==> src/core/ersc_pkg.sv <==
package ersc_pkg;

  // ----------------------------------------------------------------------
  // Register map
  // ----------------------------------------------------------------------
  localparam logic [11:0] ADDR_EXC_CFG   = 12'h000;  // exception_config_reset_ctrl
  localparam logic [11:0] ADDR_LOW_POWER = 12'h004;  // low_power_entry_ctrl

  // ----------------------------------------------------------------------
  // Field positions and constants
  // ----------------------------------------------------------------------
  localparam logic [15:0] UNLOCK_KEY_VALUE      = 16'h05FA;
  localparam logic [15:0] UNLOCK_READBACK_VALUE = 16'hFA05;
  localparam int          KEY_LSB               = 16;
  localparam int          ENDIAN_BIT            = 15;
  localparam int          SPLIT_LSB             = 8;
  localparam int          RESET_REQ_BIT         = 2;
  localparam int          WAKE_ANY_BIT          = 4;
  localparam int          DEPTH_BIT             = 2;
  localparam int          NAP_BIT               = 1;
  localparam logic [2:0]  SPLIT_RESET           = 3'h0;
  localparam logic        ENDIAN_LITTLE         = 1'b0;

  // ----------------------------------------------------------------------
  // Types
  // ----------------------------------------------------------------------
  typedef struct packed {
    logic       wake_on_any_pending;
    logic       low_power_depth_select;
    logic       nap_after_last_handler;
  } ersc_lp_type;

  typedef struct packed {
    logic [7:0] prio_a;
    logic [7:0] prio_b;
  } ersc_prio_pair_type;

  typedef enum logic [1:0] {
    ERSC_RUN   = 2'b00,
    ERSC_WAIT  = 2'b01,
    ERSC_SLEEP = 2'b11
  } ersc_state_type;

endpackage

==> src/core/ersc_preempt.sv <==
`timescale 1ns/1ps
// Group priority comparator: a wins preemption only on a strictly lower group value.
module ersc_preempt
  import ersc_pkg::*;
(
  input  wire logic               CLK,
  input  wire logic               RST_N,
  input  wire logic [2:0]         split,
  input  wire ersc_prio_pair_type pair,
  output logic                    preempt
);

  logic [7:0] mask;
  logic [7:0] grp_a;
  logic [7:0] grp_b;

  // ----------------------------------------------------------------------
  // Group mask
  // ----------------------------------------------------------------------
  // group bits split
  always_comb begin
    mask = 8'hFF << (split + 3'h1);
    if (split == 3'h7) begin
      mask = 8'h00;
    end
  end

  assign grp_a = pair.prio_a & mask;
  assign grp_b = pair.prio_b & mask;

  // Registered so the comparison result is a flop output.
  // group only compare
  always_ff @(posedge CLK) begin
    if (!RST_N) begin
      preempt <= 1'b0;
    end else begin
      preempt <= (grp_a < grp_b);
    end
  end

  a_preempt_group: assert property (@(posedge CLK) disable iff (!RST_N)
    (split == 3'h7) |=> !preempt)
    else $error("preempt with single group");

  a_preempt_sub: assert property (@(posedge CLK) disable iff (!RST_N)
    (grp_a == grp_b) |=> !preempt)
    else $error("subpriority caused preemption");

endmodule

==> src/core/ersc_top.sv <==
// The APB interface to the registers and the address map are this design's own decisions.
`timescale 1ns/1ps
module ersc_top
  import ersc_pkg::*;
(
  input  wire logic        CLK,
  input  wire logic        RST_N,
  input  wire logic        PSEL,
  input  wire logic        PENABLE,
  input  wire logic        PWRITE,
  input  wire logic [11:0] PADDR,
  input  wire logic [31:0] PWDATA,
  output logic      [31:0] PRDATA,
  output logic             PREADY,
  output logic             PSLVERR,
  input  wire logic [7:0]  PRIO_A,
  input  wire logic [7:0]  PRIO_B,
  output logic             PREEMPT,
  input  wire logic        IRQ_PEND_ENABLED,
  input  wire logic        IRQ_PEND_DISABLED,
  input  wire logic        EVENT_PULSE,
  input  wire logic        EXT_EVENT,
  input  wire logic        SEND_EVENT_INSTR,
  input  wire logic        WAIT_FOR_EVENT_INSTR,
  input  wire logic        LAST_HANDLER_RETURN,
  output logic             WHOLE_SYSTEM_RESET_REQUEST,
  output logic             CORE_WAITING,
  output logic             CORE_SLEEP,
  output logic             CORE_DEEP_SLEEP
);

  // ----------------------------------------------------------------------
  // Bus decode
  // ----------------------------------------------------------------------
  logic           wr_en;
  logic           rd_en;
  logic           hit_exc;
  logic           hit_lp;
  logic           key_ok;
  logic [2:0]     priority_split_point;
  ersc_lp_type    lp;
  logic           ext_meta;
  logic           ext_sync;
  logic           ext_prev;
  logic           ext_rise;
  logic           event_latch;
  logic           wake_src;
  logic           next_latch;
  ersc_state_type state;
  ersc_state_type next_state;
  logic [31:0]    next_rdata;
  ersc_prio_pair_type prio_pair;

  // Zero-wait slave: every access completes in its first access cycle.
  assign PREADY  = 1'b1;
  assign hit_exc = (PADDR == ADDR_EXC_CFG);
  assign hit_lp  = (PADDR == ADDR_LOW_POWER);
  // Unmapped addresses answer with an error instead of silently passing.
  assign PSLVERR = PSEL & PENABLE & ~(hit_exc | hit_lp);
  assign wr_en   = PSEL & PENABLE & PWRITE;
  assign rd_en   = PSEL & ~PENABLE & ~PWRITE;
  assign key_ok  = (PWDATA[31:KEY_LSB] == UNLOCK_KEY_VALUE);

  // ----------------------------------------------------------------------
  // Exception configuration register
  // ----------------------------------------------------------------------
  // key gated write
  always_ff @(posedge CLK) begin
    if (!RST_N) begin
      priority_split_point <= SPLIT_RESET;
    end else if (wr_en && hit_exc && key_ok) begin
      priority_split_point <= PWDATA[SPLIT_LSB +: 3];
    end
  end

  // The request is a one-cycle pulse; the reset controller stretches it.
  // reset request pulse
  always_ff @(posedge CLK) begin
    if (!RST_N) begin
      WHOLE_SYSTEM_RESET_REQUEST <= 1'b0;
    end else begin
      WHOLE_SYSTEM_RESET_REQUEST <= wr_en & hit_exc & key_ok & PWDATA[RESET_REQ_BIT];
    end
  end

  // ----------------------------------------------------------------------
  // Low-power control register
  // ----------------------------------------------------------------------
  // reserved writes dropped
  always_ff @(posedge CLK) begin
    if (!RST_N) begin
      lp <= '0;
    end else if (wr_en && hit_lp) begin
      lp.wake_on_any_pending    <= PWDATA[WAKE_ANY_BIT];
      lp.low_power_depth_select <= PWDATA[DEPTH_BIT];
      lp.nap_after_last_handler <= PWDATA[NAP_BIT];
    end
  end

  // ----------------------------------------------------------------------
  // Read data
  // ----------------------------------------------------------------------
  // Captured in the setup cycle so PRDATA is a flop in the access cycle.
  // key readback
  always_comb begin
    next_rdata = 32'h0000_0000;
    if (hit_exc) begin
      next_rdata[31:KEY_LSB]      = UNLOCK_READBACK_VALUE;
      next_rdata[ENDIAN_BIT]      = ENDIAN_LITTLE;
      next_rdata[SPLIT_LSB +: 3]  = priority_split_point;
    end else if (hit_lp) begin
      next_rdata[WAKE_ANY_BIT]    = lp.wake_on_any_pending;
      next_rdata[DEPTH_BIT]       = lp.low_power_depth_select;
      next_rdata[NAP_BIT]         = lp.nap_after_last_handler;
    end
  end

  always_ff @(posedge CLK) begin
    if (!RST_N) begin
      PRDATA <= 32'h0000_0000;
    end else if (rd_en) begin
      PRDATA <= next_rdata;
    end
  end

  // ----------------------------------------------------------------------
  // External event synchroniser
  // ----------------------------------------------------------------------
  always_ff @(posedge CLK) begin
    if (!RST_N) begin
      ext_meta <= 1'b0;
      ext_sync <= 1'b0;
      ext_prev <= 1'b0;
    end else begin
      ext_meta <= EXT_EVENT;
      ext_sync <= ext_meta;
      ext_prev <= ext_sync;
    end
  end

  assign ext_rise = ext_sync & ~ext_prev;

  // ----------------------------------------------------------------------
  // Wake sources and event latch
  // ----------------------------------------------------------------------
  // disabled irq gate
  assign wake_src = IRQ_PEND_ENABLED | EVENT_PULSE | SEND_EVENT_INSTR | ext_rise |
                    (lp.wake_on_any_pending & IRQ_PEND_DISABLED);

  // A new event in the consuming cycle does not set the latch again: clear wins.
  // latch pending event
  always_comb begin
    next_latch = event_latch;
    if (WAIT_FOR_EVENT_INSTR && state == ERSC_RUN) begin
      next_latch = 1'b0;
    end
    if (state == ERSC_WAIT) begin
      next_latch = 1'b0;
    end
    if (wake_src && state == ERSC_RUN && !WAIT_FOR_EVENT_INSTR) begin
      next_latch = 1'b1;
    end
  end

  always_ff @(posedge CLK) begin
    if (!RST_N) begin
      event_latch <= 1'b0;
    end else begin
      event_latch <= next_latch;
    end
  end

  // ----------------------------------------------------------------------
  // Power state machine
  // ----------------------------------------------------------------------
  // wake from wait
  always_comb begin
    next_state = state;
    case (state)
      ERSC_RUN: begin
        if (WAIT_FOR_EVENT_INSTR && !event_latch && !wake_src) begin
          next_state = ERSC_WAIT;
        end else if (LAST_HANDLER_RETURN && lp.nap_after_last_handler) begin
          next_state = ERSC_SLEEP;
        end
      end
      ERSC_WAIT: begin
        if (wake_src) begin
          next_state = ERSC_RUN;
        end
      end
      ERSC_SLEEP: begin
        if (wake_src) begin
          next_state = ERSC_RUN;
        end
      end
      default: begin
        next_state = ERSC_RUN;
      end
    endcase
  end

  always_ff @(posedge CLK) begin
    if (!RST_N) begin
      state <= ERSC_RUN;
    end else begin
      state <= next_state;
    end
  end

  assign CORE_WAITING    = (state != ERSC_RUN);
  assign CORE_SLEEP      = (state != ERSC_RUN) & ~lp.low_power_depth_select;
  assign CORE_DEEP_SLEEP = (state != ERSC_RUN) & lp.low_power_depth_select;

  // ----------------------------------------------------------------------
  // Preemption comparator
  // ----------------------------------------------------------------------
  // Packed here so the comparator port sees a plain net of the struct type.
  assign prio_pair = '{prio_a: PRIO_A, prio_b: PRIO_B};

  ersc_preempt u_preempt (
    .CLK     (CLK),
    .RST_N   (RST_N),
    .split   (priority_split_point),
    .pair    (prio_pair),
    .preempt (PREEMPT)
  );

  // ----------------------------------------------------------------------
  // Assertions
  // ----------------------------------------------------------------------
  // Register checks look one cycle after the committing edge, because every
  // field and the read data come out of flops.
  a_key_bad_write: assert property (@(posedge CLK) disable iff (!RST_N)
    (wr_en && hit_exc && !key_ok) |=> $stable(priority_split_point))
    else $error("split point changed without key");

  a_key_bad_reset: assert property (@(posedge CLK) disable iff (!RST_N)
    (wr_en && hit_exc && !key_ok) |=> !WHOLE_SYSTEM_RESET_REQUEST)
    else $error("reset request without key");

  a_readback_key: assert property (@(posedge CLK) disable iff (!RST_N)
    (rd_en && hit_exc) |=> (PRDATA[31:KEY_LSB] == UNLOCK_READBACK_VALUE && !PRDATA[ENDIAN_BIT]))
    else $error("bad key readback or endian");

  a_low_bits_zero: assert property (@(posedge CLK) disable iff (!RST_N)
    (rd_en && hit_exc) |=> (PRDATA[2:0] == 3'h0))
    else $error("exception config low bits nonzero");

  a_split_update: assert property (@(posedge CLK) disable iff (!RST_N)
    (wr_en && hit_exc && key_ok) |=> (priority_split_point == $past(PWDATA[SPLIT_LSB +: 3])))
    else $error("split point not written");

  a_split_hold: assert property (@(posedge CLK) disable iff (!RST_N)
    !(wr_en && hit_exc) |=> $stable(priority_split_point))
    else $error("split point changed without a write");

  a_reset_req: assert property (@(posedge CLK) disable iff (!RST_N)
    (wr_en && hit_exc && key_ok && PWDATA[RESET_REQ_BIT]) |=> WHOLE_SYSTEM_RESET_REQUEST ##1
    !WHOLE_SYSTEM_RESET_REQUEST || (wr_en && hit_exc))
    else $error("reset request not pulsed");

  a_reset_quiet: assert property (@(posedge CLK) disable iff (!RST_N)
    (wr_en && hit_exc && key_ok && !PWDATA[RESET_REQ_BIT]) |=> !WHOLE_SYSTEM_RESET_REQUEST)
    else $error("reset request without bit set");

  a_disabled_nowake: assert property (@(posedge CLK) disable iff (!RST_N)
    (state == ERSC_WAIT && !lp.wake_on_any_pending && !IRQ_PEND_ENABLED && !EVENT_PULSE
     && !SEND_EVENT_INSTR && !ext_rise) |=> (state == ERSC_WAIT))
    else $error("woke without a wake source");

  a_disabled_wake: assert property (@(posedge CLK) disable iff (!RST_N)
    (state != ERSC_RUN && lp.wake_on_any_pending && IRQ_PEND_DISABLED) |=> (state == ERSC_RUN))
    else $error("disabled interrupt did not wake");

  a_enabled_wake: assert property (@(posedge CLK) disable iff (!RST_N)
    (state != ERSC_RUN && IRQ_PEND_ENABLED) |=> (state == ERSC_RUN))
    else $error("enabled interrupt did not wake");

  a_latch_set: assert property (@(posedge CLK) disable iff (!RST_N)
    (state == ERSC_RUN && wake_src && !WAIT_FOR_EVENT_INSTR) |=> event_latch)
    else $error("event not latched while running");

  // A handler return in the same cycle may still send the core to sleep.
  a_latched_wfe: assert property (@(posedge CLK) disable iff (!RST_N)
    (state == ERSC_RUN && event_latch && WAIT_FOR_EVENT_INSTR && !LAST_HANDLER_RETURN)
    |=> (state == ERSC_RUN))
    else $error("latched event did not skip wait");

  a_sev_wake: assert property (@(posedge CLK) disable iff (!RST_N)
    (state == ERSC_WAIT && SEND_EVENT_INSTR) |=> (state == ERSC_RUN))
    else $error("send event did not wake");

  a_ext_wake: assert property (@(posedge CLK) disable iff (!RST_N)
    (state == ERSC_WAIT && ext_rise) |=> (state == ERSC_RUN))
    else $error("external event did not wake");

  a_depth_out: assert property (@(posedge CLK) disable iff (!RST_N)
    CORE_WAITING |-> (CORE_DEEP_SLEEP == lp.low_power_depth_select))
    else $error("wrong sleep depth");

  a_depth_one_hot: assert property (@(posedge CLK) disable iff (!RST_N)
    !(CORE_SLEEP && CORE_DEEP_SLEEP))
    else $error("both sleep depths shown");

  a_depth_write: assert property (@(posedge CLK) disable iff (!RST_N)
    (wr_en && hit_lp) |=> (lp.low_power_depth_select == $past(PWDATA[DEPTH_BIT])))
    else $error("depth bit not written");

  a_nap_write: assert property (@(posedge CLK) disable iff (!RST_N)
    (wr_en && hit_lp) |=> (lp.nap_after_last_handler == $past(PWDATA[NAP_BIT])))
    else $error("nap bit not written");

  a_nap_exit: assert property (@(posedge CLK) disable iff (!RST_N)
    (state == ERSC_RUN && LAST_HANDLER_RETURN && !WAIT_FOR_EVENT_INSTR)
    |=> (CORE_WAITING == $past(lp.nap_after_last_handler)))
    else $error("sleep on exit mismatch");

  a_lp_hold: assert property (@(posedge CLK) disable iff (!RST_N)
    !(wr_en && hit_lp) |=> $stable(lp))
    else $error("low-power bits changed without a write");

  a_lp_reserved: assert property (@(posedge CLK) disable iff (!RST_N)
    (rd_en && hit_lp) |=> (PRDATA[31:5] == 27'h0 && !PRDATA[3] && !PRDATA[0]))
    else $error("reserved low-power bits nonzero");

endmodule

==> config.mk <==
export PLATFORM = sky130hd
export DESIGN_NAME = ersc_top
export DESIGN_NICKNAME = d
export VERILOG_FILES = /design/src/core/ersc_pkg.sv /design/src/core/ersc_preempt.sv /design/src/core/ersc_top.sv
export SDC_FILE = /design/constraint.sdc
export NUM_CORES = 1
export LEC_CHECK = 0
export BUFFER_PORTS_ARGS = -buffer_cell sky130_fd_sc_hd__buf_4
export CAP_MARGIN = 20
export CORE_MARGIN = 4
export CORE_UTILIZATION = 24
export CTS_CLUSTER_DIAMETER = 150
export DETAILED_ROUTE_END_ITERATION = 6
export PLACE_DENSITY = 0.58
export SLEW_MARGIN = 0
export SYNTH_ARGS = -nofsm -noshare
export SYNTH_HDL_FRONTEND = slang
export SYNTH_SLANG_ARGS = --single-unit
==> constraint.sdc <==
create_clock -name CLK -period 3.1 [get_ports CLK]
set_input_delay 0.155 -clock CLK [delete_from_list [all_inputs] [get_ports CLK]]
set_output_delay 0.155 -clock CLK [all_outputs]
set_load 0.005 [all_outputs]
==> impl_metrics.yaml, run 1 <==
run_status:
  status: "finished, final reports clean"
timing:
  fin_tns_setup_ns: 0
  hold-worst-slack_ns: 0.09383
  drv_slew: 0
  timing.clock.skew_ns: 0.0008074
  setup-violations-final: 0
  layout_worst_path_cycle_share: 0.6688
  grt_setup_unrepaired: "no"
  fin_ws_ns: 1.027
  number_of_hold_slack_violations_in_the_final_timing_report: 0
  tightest_slew_ns: 0.8881
  final.min_clock_period_ns: 2.073
  slew_hr: 0.4067
  fmax_ghz: 0.4823
yosys:
  largest_family_of_logic_cells_by_synthesized_area: "simple AND/OR/NAND/NOR gates"
  synth-compound-area-share: 0.1153
  synthesis_warnings: 0
  synth_cell_types: 41
  synth-adder-area-share: 0.09532
  yosysMostFrequentCell: "nand2_1"
  synth_largest_area_cell: "dfxtp_1"
  synth-async-reset-ratio: 0
  synth_sequential_area_ratio: 0.2912
  netlist_instances: 181
  yosys.area_share.simple: 0.3154
  synth_ff_type: "dfxtp_1"
  yosysTopAreaCellShare: 0.2912
  synth_enable_flop_cells: 0
  synth_area_um2: 1444
  number_of_register_bits_inferred_by_synthesis: 21
  post_synth_mux_area_share: 0.02080
  xor_xnor_cell_area_share_of_the_yosys_netlist: 0
  synthTopCellsByArea: "dfxtp_1 29%, buf_4 14%, ha_1 9.5%"
  post_synth_most_frequent_cells: "28 x nand2_1, 26 x buf_4, 21 x dfxtp_1, 14 x a21oi_1, 11 x ha_1"
  syn_area_per_cell_um2: 7.977
detailed_routing:
  dr_total_vias: 1409
  ant_nets: 0
  vias_per_cell: 4.335
  firstDrtPassIters: 4
  drt-initial-drc-count: 53
  routed_wirelength_um: 3685
  avgRoutedWirePerCell_um: 11.34
  drc: 0
placement:
  gpl.final_weighted_congestion: 0.7898
  placement.cell_area_um2: 1994
  dp.final_hpwl_um: 3193
  post_place_setup_slack_ns: 1.037
  placed_cells: 321
  placement.io_buffers: 81
finish:
  finish.instance_area_um2: 2041
  flow.area_growth_from_synthesis_pct: 41.33
  layout.core_utilization: 0.3596
  fraction_of_layout_instances_using_a_drive_strength_above_1: 0.3478
  nNetsFinal: 337
  stdcell_count: 325
  insertedDiodeCount: 0
clocking:
  insertion_delay_ns: 0.26
  tritoncts: "built"
  cts.repair_timing.setup_buffer_count: 0
  cts_buffers: 3
  ctsRootBufferMaster: "clkbuf_8"
  ctsResizeCount: 0
  post_cts_hold_buffer_count: 0
  worst_setup_hold_path_clk_slew_ns: 0.08
  cts.sinks: 21
  cts.path.max_buffers: 2
  cts.htree.levels: 1
grt:
  globalRouteOverflowTotal: 0
  globalRouteMet3Util: 0.02017
  grt_util_met2: 0.1568
  grt_pass1_vias: 1325
  grt_pass1_wl_um: 5899
  largest_net_degree_at_the_start_of_global_routing: 14
  grt_use_total: 0.09901
  grt_antenna_before_repair: 0
  globalRoute.busiestLayer: "met2"
  gr-usage-met1: 0.1297
power:
  power_density_cells_nw_per_um2: 280.3
  static-leakage-power_nw: 0.9529
  overall_power_of_the_completed_layout_mw: 0.5720
  max-vdd-ir-drop_v: 0.0001391
worst_setup_path:
  crit_arrival_ns: 2.28
  critPathKind: "flip-flop to flip-flop"
  timing.critical_path.slowest_stage_cell: "dfxtp_1"
  timing.critical_path.buf_inv: 1
  critPathCaptureType: "flip-flop"
  crit_path_max_incr_delay_ns: 0.44
  critical_path_required_ns: 3.30
  critical_path.cell_chain: "ha_1 -> inv_1 -> ha_1 -> a21oi_1 -> and2_1 -> ha_1 -> a211oi_1 -> nand2_1 -> o21ai_1"
  critical_path_fanouts_max: 6
  worst_path_dominant_cell_family: "adder cells"
  critical_path.most_common_cell: "ha_1"
  startpoint_type: "flip-flop"
die:
  initial_utilization: 0.2544
  boundaryPins: 111
  core_region_area_um2: 5675
  die-area_um2: 7321
  die_x_um: 85.57
  placementRows: 27
  die_h_um: 85.57
job:
  cap_viol_max_count: 0
hold_path:
  hp-class: "input pin to flip-flop"
[routing by layer]
layer / part of all wire / vias up
met5: 0 / -
met2: 0.45 / 66
met4: 0.018 / 0
met1: 0.42 / 605
li1: - / 733
met3: 0.10 / 5
[worst register-to-register path, delay by kind of cell, from the launching register on]
kind	cells	cell delay (ns)
buffers and inverters	1	0.04
AO/OA/AOI/OAI	3	0.56
flip-flops	1	0.44
adder cells (fa/ha/maj)	3	0.74
AND/OR/NAND/NOR	2	0.24
[cells in the final DEF (no fill, tap or decap), types with 2 or more instances in the layout]
cell and n:
nor2b_1 4, nand4_1 5, a21oi_1 14, nand3_1 8, clkbuf_8 3, buf_4 81, conb_1 19, nand2b_1 2
o31ai_1 3, inv_1 4, a211oi_1 2, nor4_1 3, nand2_1 28, mux2i_1 3, ha_1 11, nor3_1 4
and4_1 2, and2_1 9, nor2_1 6, dfxtp_1 21
[kinds of logic (layout without fill, tap and decap cells)]
family,after synthesis,count (layout)
other,2,19
muxes,3,3
DFF,21,21
buffers and inverters,34,89
and+or+nand+nor,83,83
AOI/OAI and AO/OA,27,27
adders and majority gates,11,11
[registers in the layout, indices dropped and copies added (netlist names)]
| register | cells |
|---|---|
| state | 2 |
| ext_prev | 1 |
| lp | 3 |
| u_preempt.preempt | 1 |
| WHOLE_SYSTEM_RESET_REQUEST | 1 |
| event_latch | 1 |
| ext_meta | 1 |
| priority_split_point | 3 |
| ext_sync | 1 |
| PRDATA | 7 |
[where the power goes]
group	internal [mW]	switching, mW	leakage [nW]	total, mW
Sequential	0.274	0.00144	0.170	0.275
Combinational	0.0705	0.0418	0.757	0.112
Clock	0.0897	0.0949	0.0255	0.185
Total	0.434	0.138	0.953	0.572
[cell type report]
type / instances / area [um2]
Fill cell: 609 / 3635
Sequential cell: 21 / 420.4
Inverter: 4 / 15.01
Tap cell: 72 / 90.09
Clock inverter: 1 / 5.005
Multi-Input combinational cell: 143 / 860.8
Timing Repair Buffer: 81 / 608.1
Clock buffer: 3 / 41.29
[path summary, 6_finish.rpt]
path                                         startpoint                end  slack [ns]  cells after the start
worst max register to register  priority_split_point[1]  u_preempt.preempt        1.03                      9
worst min-delay path                          EXT_EVENT           ext_meta        0.09                      2
worst max-delay path            priority_split_point[1]  u_preempt.preempt        1.03                      9
worst min register to register                 ext_meta           ext_sync        0.44                      1
No activity file was read; power rests on OpenSTA's default activity.
==> run 2, diff against run 1 <==
PLACE_DENSITY = 0.6   (was 0.58)
clock period = 1.7 ns   (was 3.1 ns; I/O delays follow)
==> impl_metrics.yaml, run 2 (synthesis gave the netlist of run 1 again) <==
detailed_routing:
  drt-initial-drc-count: 28
  vias_per_cell: 4.343
  dr_total_vias: 1455
  firstDrtPassIters: 4
  routed_wirelength_um: 3843
  avgRoutedWirePerCell_um: 11.47
  drc: 0
  ant_nets: 0
timing:
  final.min_clock_period_ns: 1.737
  fmax_ghz: 0.5756
  grt_setup_unrepaired: "yes"
  number_of_hold_slack_violations_in_the_final_timing_report: 0
  layout_worst_path_cycle_share: 1.022
  setup-violations-final: 1
  timing.clock.skew_ns: 0.002170
  drv_slew: 0
  hold-worst-slack_ns: 0.03827
  fin_ws_ns: -0.03727
die:
  die_h_um: 85.57
  die-area_um2: 7321
  placementRows: 27
  core_region_area_um2: 5675
  boundaryPins: 111
  die_x_um: 85.57
  initial_utilization: 0.2544
clocking:
  cts.sinks: 21
  cts.repair_timing.setup_buffer_count: 0
  post_cts_hold_buffer_count: 0
  worst_setup_hold_path_clk_slew_ns: 0.08
  ctsRootBufferMaster: "clkbuf_8"
  cts.path.max_buffers: 2
  cts.htree.levels: 1
  tritoncts: "built"
  cts_buffers: 3
  insertion_delay_ns: 0.25
worst_setup_path:
  critPathCaptureType: "flip-flop"
  timing.critical_path.from: "priority_split_point[1]"
  critical_path_fanouts_max: 4
  crit_arrival_ns: 1.93
  crit_path_max_incr_delay_ns: 0.37
  critPathKind: "flip-flop to flip-flop"
  worst-r2r-setup-slack_ns: -0.04
  r2r_cells: 9
  timing.critical_path.slowest_stage_cell: "dfxtp_4"
  critical_path.cell_chain: "ha_4 -> inv_2 -> ha_4 -> a21oi_4 -> and2_4 -> ha_4 -> a211oi_2 -> nand2_1 -> o21ai_1"
  critical_path.most_common_cell: "ha_4"
  regToRegStartpoint: "priority_split_point[1]"
  startpoint_type: "flip-flop"
  regToRegEndpoint: "u_preempt.preempt"
  critical_path_required_ns: 1.89
  timing.critical_path.to: "u_preempt.preempt"
finish:
  nNetsFinal: 347
  largest-register: "PRDATA"
  largest_register_ffs: 7
  layout.core_utilization: 0.3871
  final_cell_mix: "91 x buf_4, 27 x nand2_1, 19 x dfxtp_1, 19 x conb_1, 13 x a21oi_1"
  area_taken_by_multi_input_logic_gates_um2: 934.6
  filler_cell_count: 609
  largest_registers: "PRDATA: 7 flops, lp: 3 flops, priority_split_point: 3 flops"
  layout.cells.most_common: "buf_4"
  insertedDiodeCount: 0
  area.sequential_um2: 427.9
  flow.area_growth_from_synthesis_pct: 52.17
  fraction_of_layout_instances_using_a_drive_strength_above_1: 0.4221
placement:
  dp.final_hpwl_um: 3315
  post_place_setup_slack_ns: -0.06883
  placement.io_buffers: 81
  gpl.final_weighted_congestion: 0.7676
power:
  power.share.switching: 0.2342
  power.net_switching_mw: 0.2437
  p_clk_frac: 0.311
  static-leakage-power_nw: 1.015
  sequentialPowerShare: 0.479
  p_int_mw: 0.7967
  max-vdd-ir-drop_v: 0.0002891
  comb_power_share: 0.210
  power_density_cells_nw_per_um2: 473.5
run_status:
  status: "complete, but fails checks"
  violations: "negative setup slack"
grt:
  globalRouteOverflowTotal: 0
  grt_pass1_vias: 1377
  largest_net_degree_at_the_start_of_global_routing: 14
  grt_pass1_wl_um: 6051
  grt_antenna_before_repair: 0
  grt_use_total: 0.1011
job:
  cap_viol_max_count: 0
hold_path:
  hp-class: "input pin to flip-flop"
==> run 2: cell count changes in the layout (fill, tap and decap cells not counted), moves of 2 or more <==
cell,change
ha_1,-4
buf_4,+10
dfxtp_1,-2
ha_4,+3
dfxtp_4,+2
==> run 2: timing repair <==
item                       in CTS  in global routing
pin swaps                       4                  0
resized for setup               9                  0
setup endpoints to repair       1                  1
==> run 2: critical path, delay by kind of cell (launching register included) <==
kind | cells | cell delay (ns)
adders and majority gates | 3 | 0.57
AOI/OAI and AO/OA | 3 | 0.43
buffers and inverters | 1 | 0.06
DFF | 1 | 0.37
and+or+nand+nor | 2 | 0.24
==> run 2: cell type report <==
class,instances,share of cell area
Clock inverter,1,0.002278
Inverter,4,0.006834
Multi-Input combinational cell,143,0.4254
Sequential cell,21,0.1948
Timing Repair Buffer,91,0.3109
Clock buffer,3,0.01879
Tap cell,72,0.04100
==> run 2: through the flow <==
stage	total power, mW	TNS, ns	cell area (um2)	cells
2_1_floorplan	0.6222	0	1546	198
5_1_grt	1.101	-0.1491	2197	335
3_5_place_dp	0.7242	-0.06883	2108	331
3_3_place_gp	0.7220	-0.02730	2108	331
4_1_cts	1.051	-0.03019	2197	335
6_report	1.040	-0.03727	2197	335
==> run 2: per-layer routing <==
metal / vias to the layer above / global-route usage / part of all wire
li1: 751 / - / -
met2: 66 / 0.1766 / 0.47
met4: 0 / 0.03022 / 0.0096
met1: 636 / 0.1209 / 0.41
met3: 2 / 0.02690 / 0.11
met5: - / 0 / 0
==> run 2: how the worst min path moves through the flow <==
stage                   start       end  slack, ns  cells past startpoint
floorplan           EXT_EVENT  ext_meta       0.21                      1
global placement    EXT_EVENT  ext_meta       0.30                      2
detailed placement  EXT_EVENT  ext_meta       0.30                      2
CTS                 EXT_EVENT  ext_meta       0.04                      2
global route        EXT_EVENT  ext_meta       0.05                      2
finish              EXT_EVENT  ext_meta       0.04                      2
==> run 2: power groups by stage <==
stage,combinational (mW),clock (mW),sequential [mW]
after floorplan,0.110,0,0.512
after global placement,0.210,0,0.512
after detailed placement,0.212,0,0.512
after CTS,0.220,0.333,0.498
after global routing,0.242,0.359,0.499
final,0.219,0.323,0.498
==> run 3, diff against run 2 <==
PLACE_DENSITY = 0.62   (was 0.6)
==> impl_metrics.yaml, run 3 (synthesis gave the netlist of run 1 again) <==
run_status:
  status: "complete, but fails checks"
  violations: "negative setup slack"
finish:
  largest-register: "PRDATA"
  stdcell_count: 334
  layout.core_utilization: 0.3851
  final_cell_mix: "90 x buf_4, 27 x nand2_1, 19 x dfxtp_1, 19 x conb_1, 13 x a21oi_1"
  fraction_of_layout_instances_using_a_drive_strength_above_1: 0.4160
  largest_register_ffs: 7
  layout.cells.most_common: "buf_4"
  flow.area_growth_from_synthesis_pct: 51.39
  insertedDiodeCount: 0
  largest_registers: "PRDATA: 7 flops, lp: 3 flops, priority_split_point: 3 flops"
  nNetsFinal: 346
timing:
  timing.clock.skew_ns: 0.0009269
  fin_tns_setup_ns: -0.03567
  final.min_clock_period_ns: 1.736
  hold-worst-slack_ns: 0.03591
  setup-violations-final: 1
  number_of_hold_slack_violations_in_the_final_timing_report: 0
  drv_slew: 0
  fmax_ghz: 0.5761
  fin_ws_ns: -0.03567
  layout_worst_path_cycle_share: 1.021
  grt_setup_unrepaired: "yes"
clocking:
  cts.htree.levels: 1
  worst_setup_hold_path_clk_slew_ns: 0.07
  cts.path.max_buffers: 2
  insertion_delay_ns: 0.25
  post_cts_hold_buffer_count: 0
  cts.repair_timing.setup_buffer_count: 0
  ctsRootBufferMaster: "clkbuf_8"
  cts_buffers: 3
  tritoncts: "built"
  cts.sinks: 21
die:
  initial_utilization: 0.2544
  die_h_um: 85.57
  die_x_um: 85.57
  die-area_um2: 7321
  boundaryPins: 111
  placementRows: 27
  core_region_area_um2: 5675
worst_setup_path:
  critPathKind: "flip-flop to flip-flop"
  startpoint_type: "flip-flop"
  worst-r2r-setup-slack_ns: -0.04
  critPathCaptureType: "flip-flop"
  critical_path_required_ns: 1.85
  crit_path_max_incr_delay_ns: 0.37
  crit_arrival_ns: 1.89
  r2r_cells: 9
  timing.critical_path.slowest_stage_cell: "dfxtp_4"
  crit_cells: 9
  critical_path_fanouts_max: 3
  critical_path.most_common_cell: "ha_4"
  timing.critical_path.buf_inv: 1
  worst_path_dominant_cell_family: "adder cells"
  critical_path.cell_chain: "ha_4 -> inv_2 -> ha_4 -> nor3_2 -> and2_1 -> ha_1 -> o41ai_1 -> a21oi_1 -> o21ai_1"
grt:
  globalRouteOverflowTotal: 0
  grt_antenna_before_repair: 0
  grt_use_total: 0.1019
  grt_pass1_vias: 1471
  grt_pass1_wl_um: 6168
  largest_net_degree_at_the_start_of_global_routing: 14
placement:
  post_place_setup_slack_ns: -0.07997
  gpl.final_weighted_congestion: 0.8054
  placed_cells: 330
  dp.final_hpwl_um: 3296
  placement.io_buffers: 81
detailed_routing:
  drt-initial-drc-count: 77
  firstDrtPassIters: 4
  dr_total_vias: 1491
  drc: 0
  ant_nets: 0
  vias_per_cell: 4.464
  routed_wirelength_um: 3814
  avgRoutedWirePerCell_um: 11.42
power:
  power.net_switching_mw: 0.2387
  power_density_cells_nw_per_um2: 475.5
  static-leakage-power_nw: 1.004
  sequentialPowerShare: 0.480
  p_clk_frac: 0.308
  comb_power_share: 0.212
  max-vdd-ir-drop_v: 0.0002387
  power.share.switching: 0.2296
  p_int_mw: 0.8007
hold_path:
  hp-class: "input pin to flip-flop"
  hold-path-cell-count: 2
job:
  cap_viol_max_count: 0
==> run 3: what timing repair did <==
| item | 4_1_cts | 5_1_grt |
|---|---|---|
| pin swaps | 2 | 1 |
| endpoints found under the hold margin | 0 | 0 |
| setup endpoints to repair | 1 | 1 |
| gates resized for setup | 7 | 2 |
==> run 3: worst register-to-register path: stages (launching register included) <==
cell and delay [ns]:
dfxtp_4 0.37, ha_4 0.14, inv_2 0.04, ha_4 0.28
nor3_2 0.05, and2_1 0.16, ha_1 0.27, o41ai_1 0.08
a21oi_1 0.18, o21ai_1 0.07
==> run 3: per-layer routing <==
metal  vias to the layer above  share of wire  global-route usage  wire [um]
met3                         6           0.11             0.02498        433
met4                         0          0.018             0.03741         68
met2                        76           0.47              0.1744       1806
met5                         -              0                   0          0
met1                       654           0.39              0.1231       1505
li1                        755              -                   -          -
==> run 3: per-stage QoR <==
step / instance area (um2) / power (mW)
floorplan: 1546 / 0.6222
global placement: 2101 / 0.7226
detailed placement: 2101 / 0.7250
CTS: 2183 / 1.056
global route: 2186 / 1.105
finish: 2186 / 1.039
==> run 3: power by group through the flow <==
stage | Combinational, mW | Sequential (mW) | Clock [mW]
finish | 0.221 | 0.499 | 0.320
floorplan | 0.110 | 0.512 | 0
global route | 0.247 | 0.500 | 0.358
global placement | 0.210 | 0.512 | 0
CTS | 0.221 | 0.498 | 0.336
detailed placement | 0.213 | 0.512 | 0
==> run 3: worst paths after layout <==
check,from,end
worst max-delay path,priority_split_point[0],u_preempt.preempt
worst max register to register,priority_split_point[0],u_preempt.preempt
worst min register to register,ext_meta,ext_sync
worst min-delay path,EXT_EVENT,ext_meta
==> run 3: cell type report <==
| class | count | area, um2 |
|---|---|---|
| clock buffers | 4 | 45.04 |
| fillers | 609 | 3490 |
| inverters | 4 | 15.01 |
| multi-input cells | 143 | 932.1 |
| flip-flops and latches | 21 | 427.9 |
| well taps | 72 | 90.09 |
| repair buffers | 90 | 675.6 |
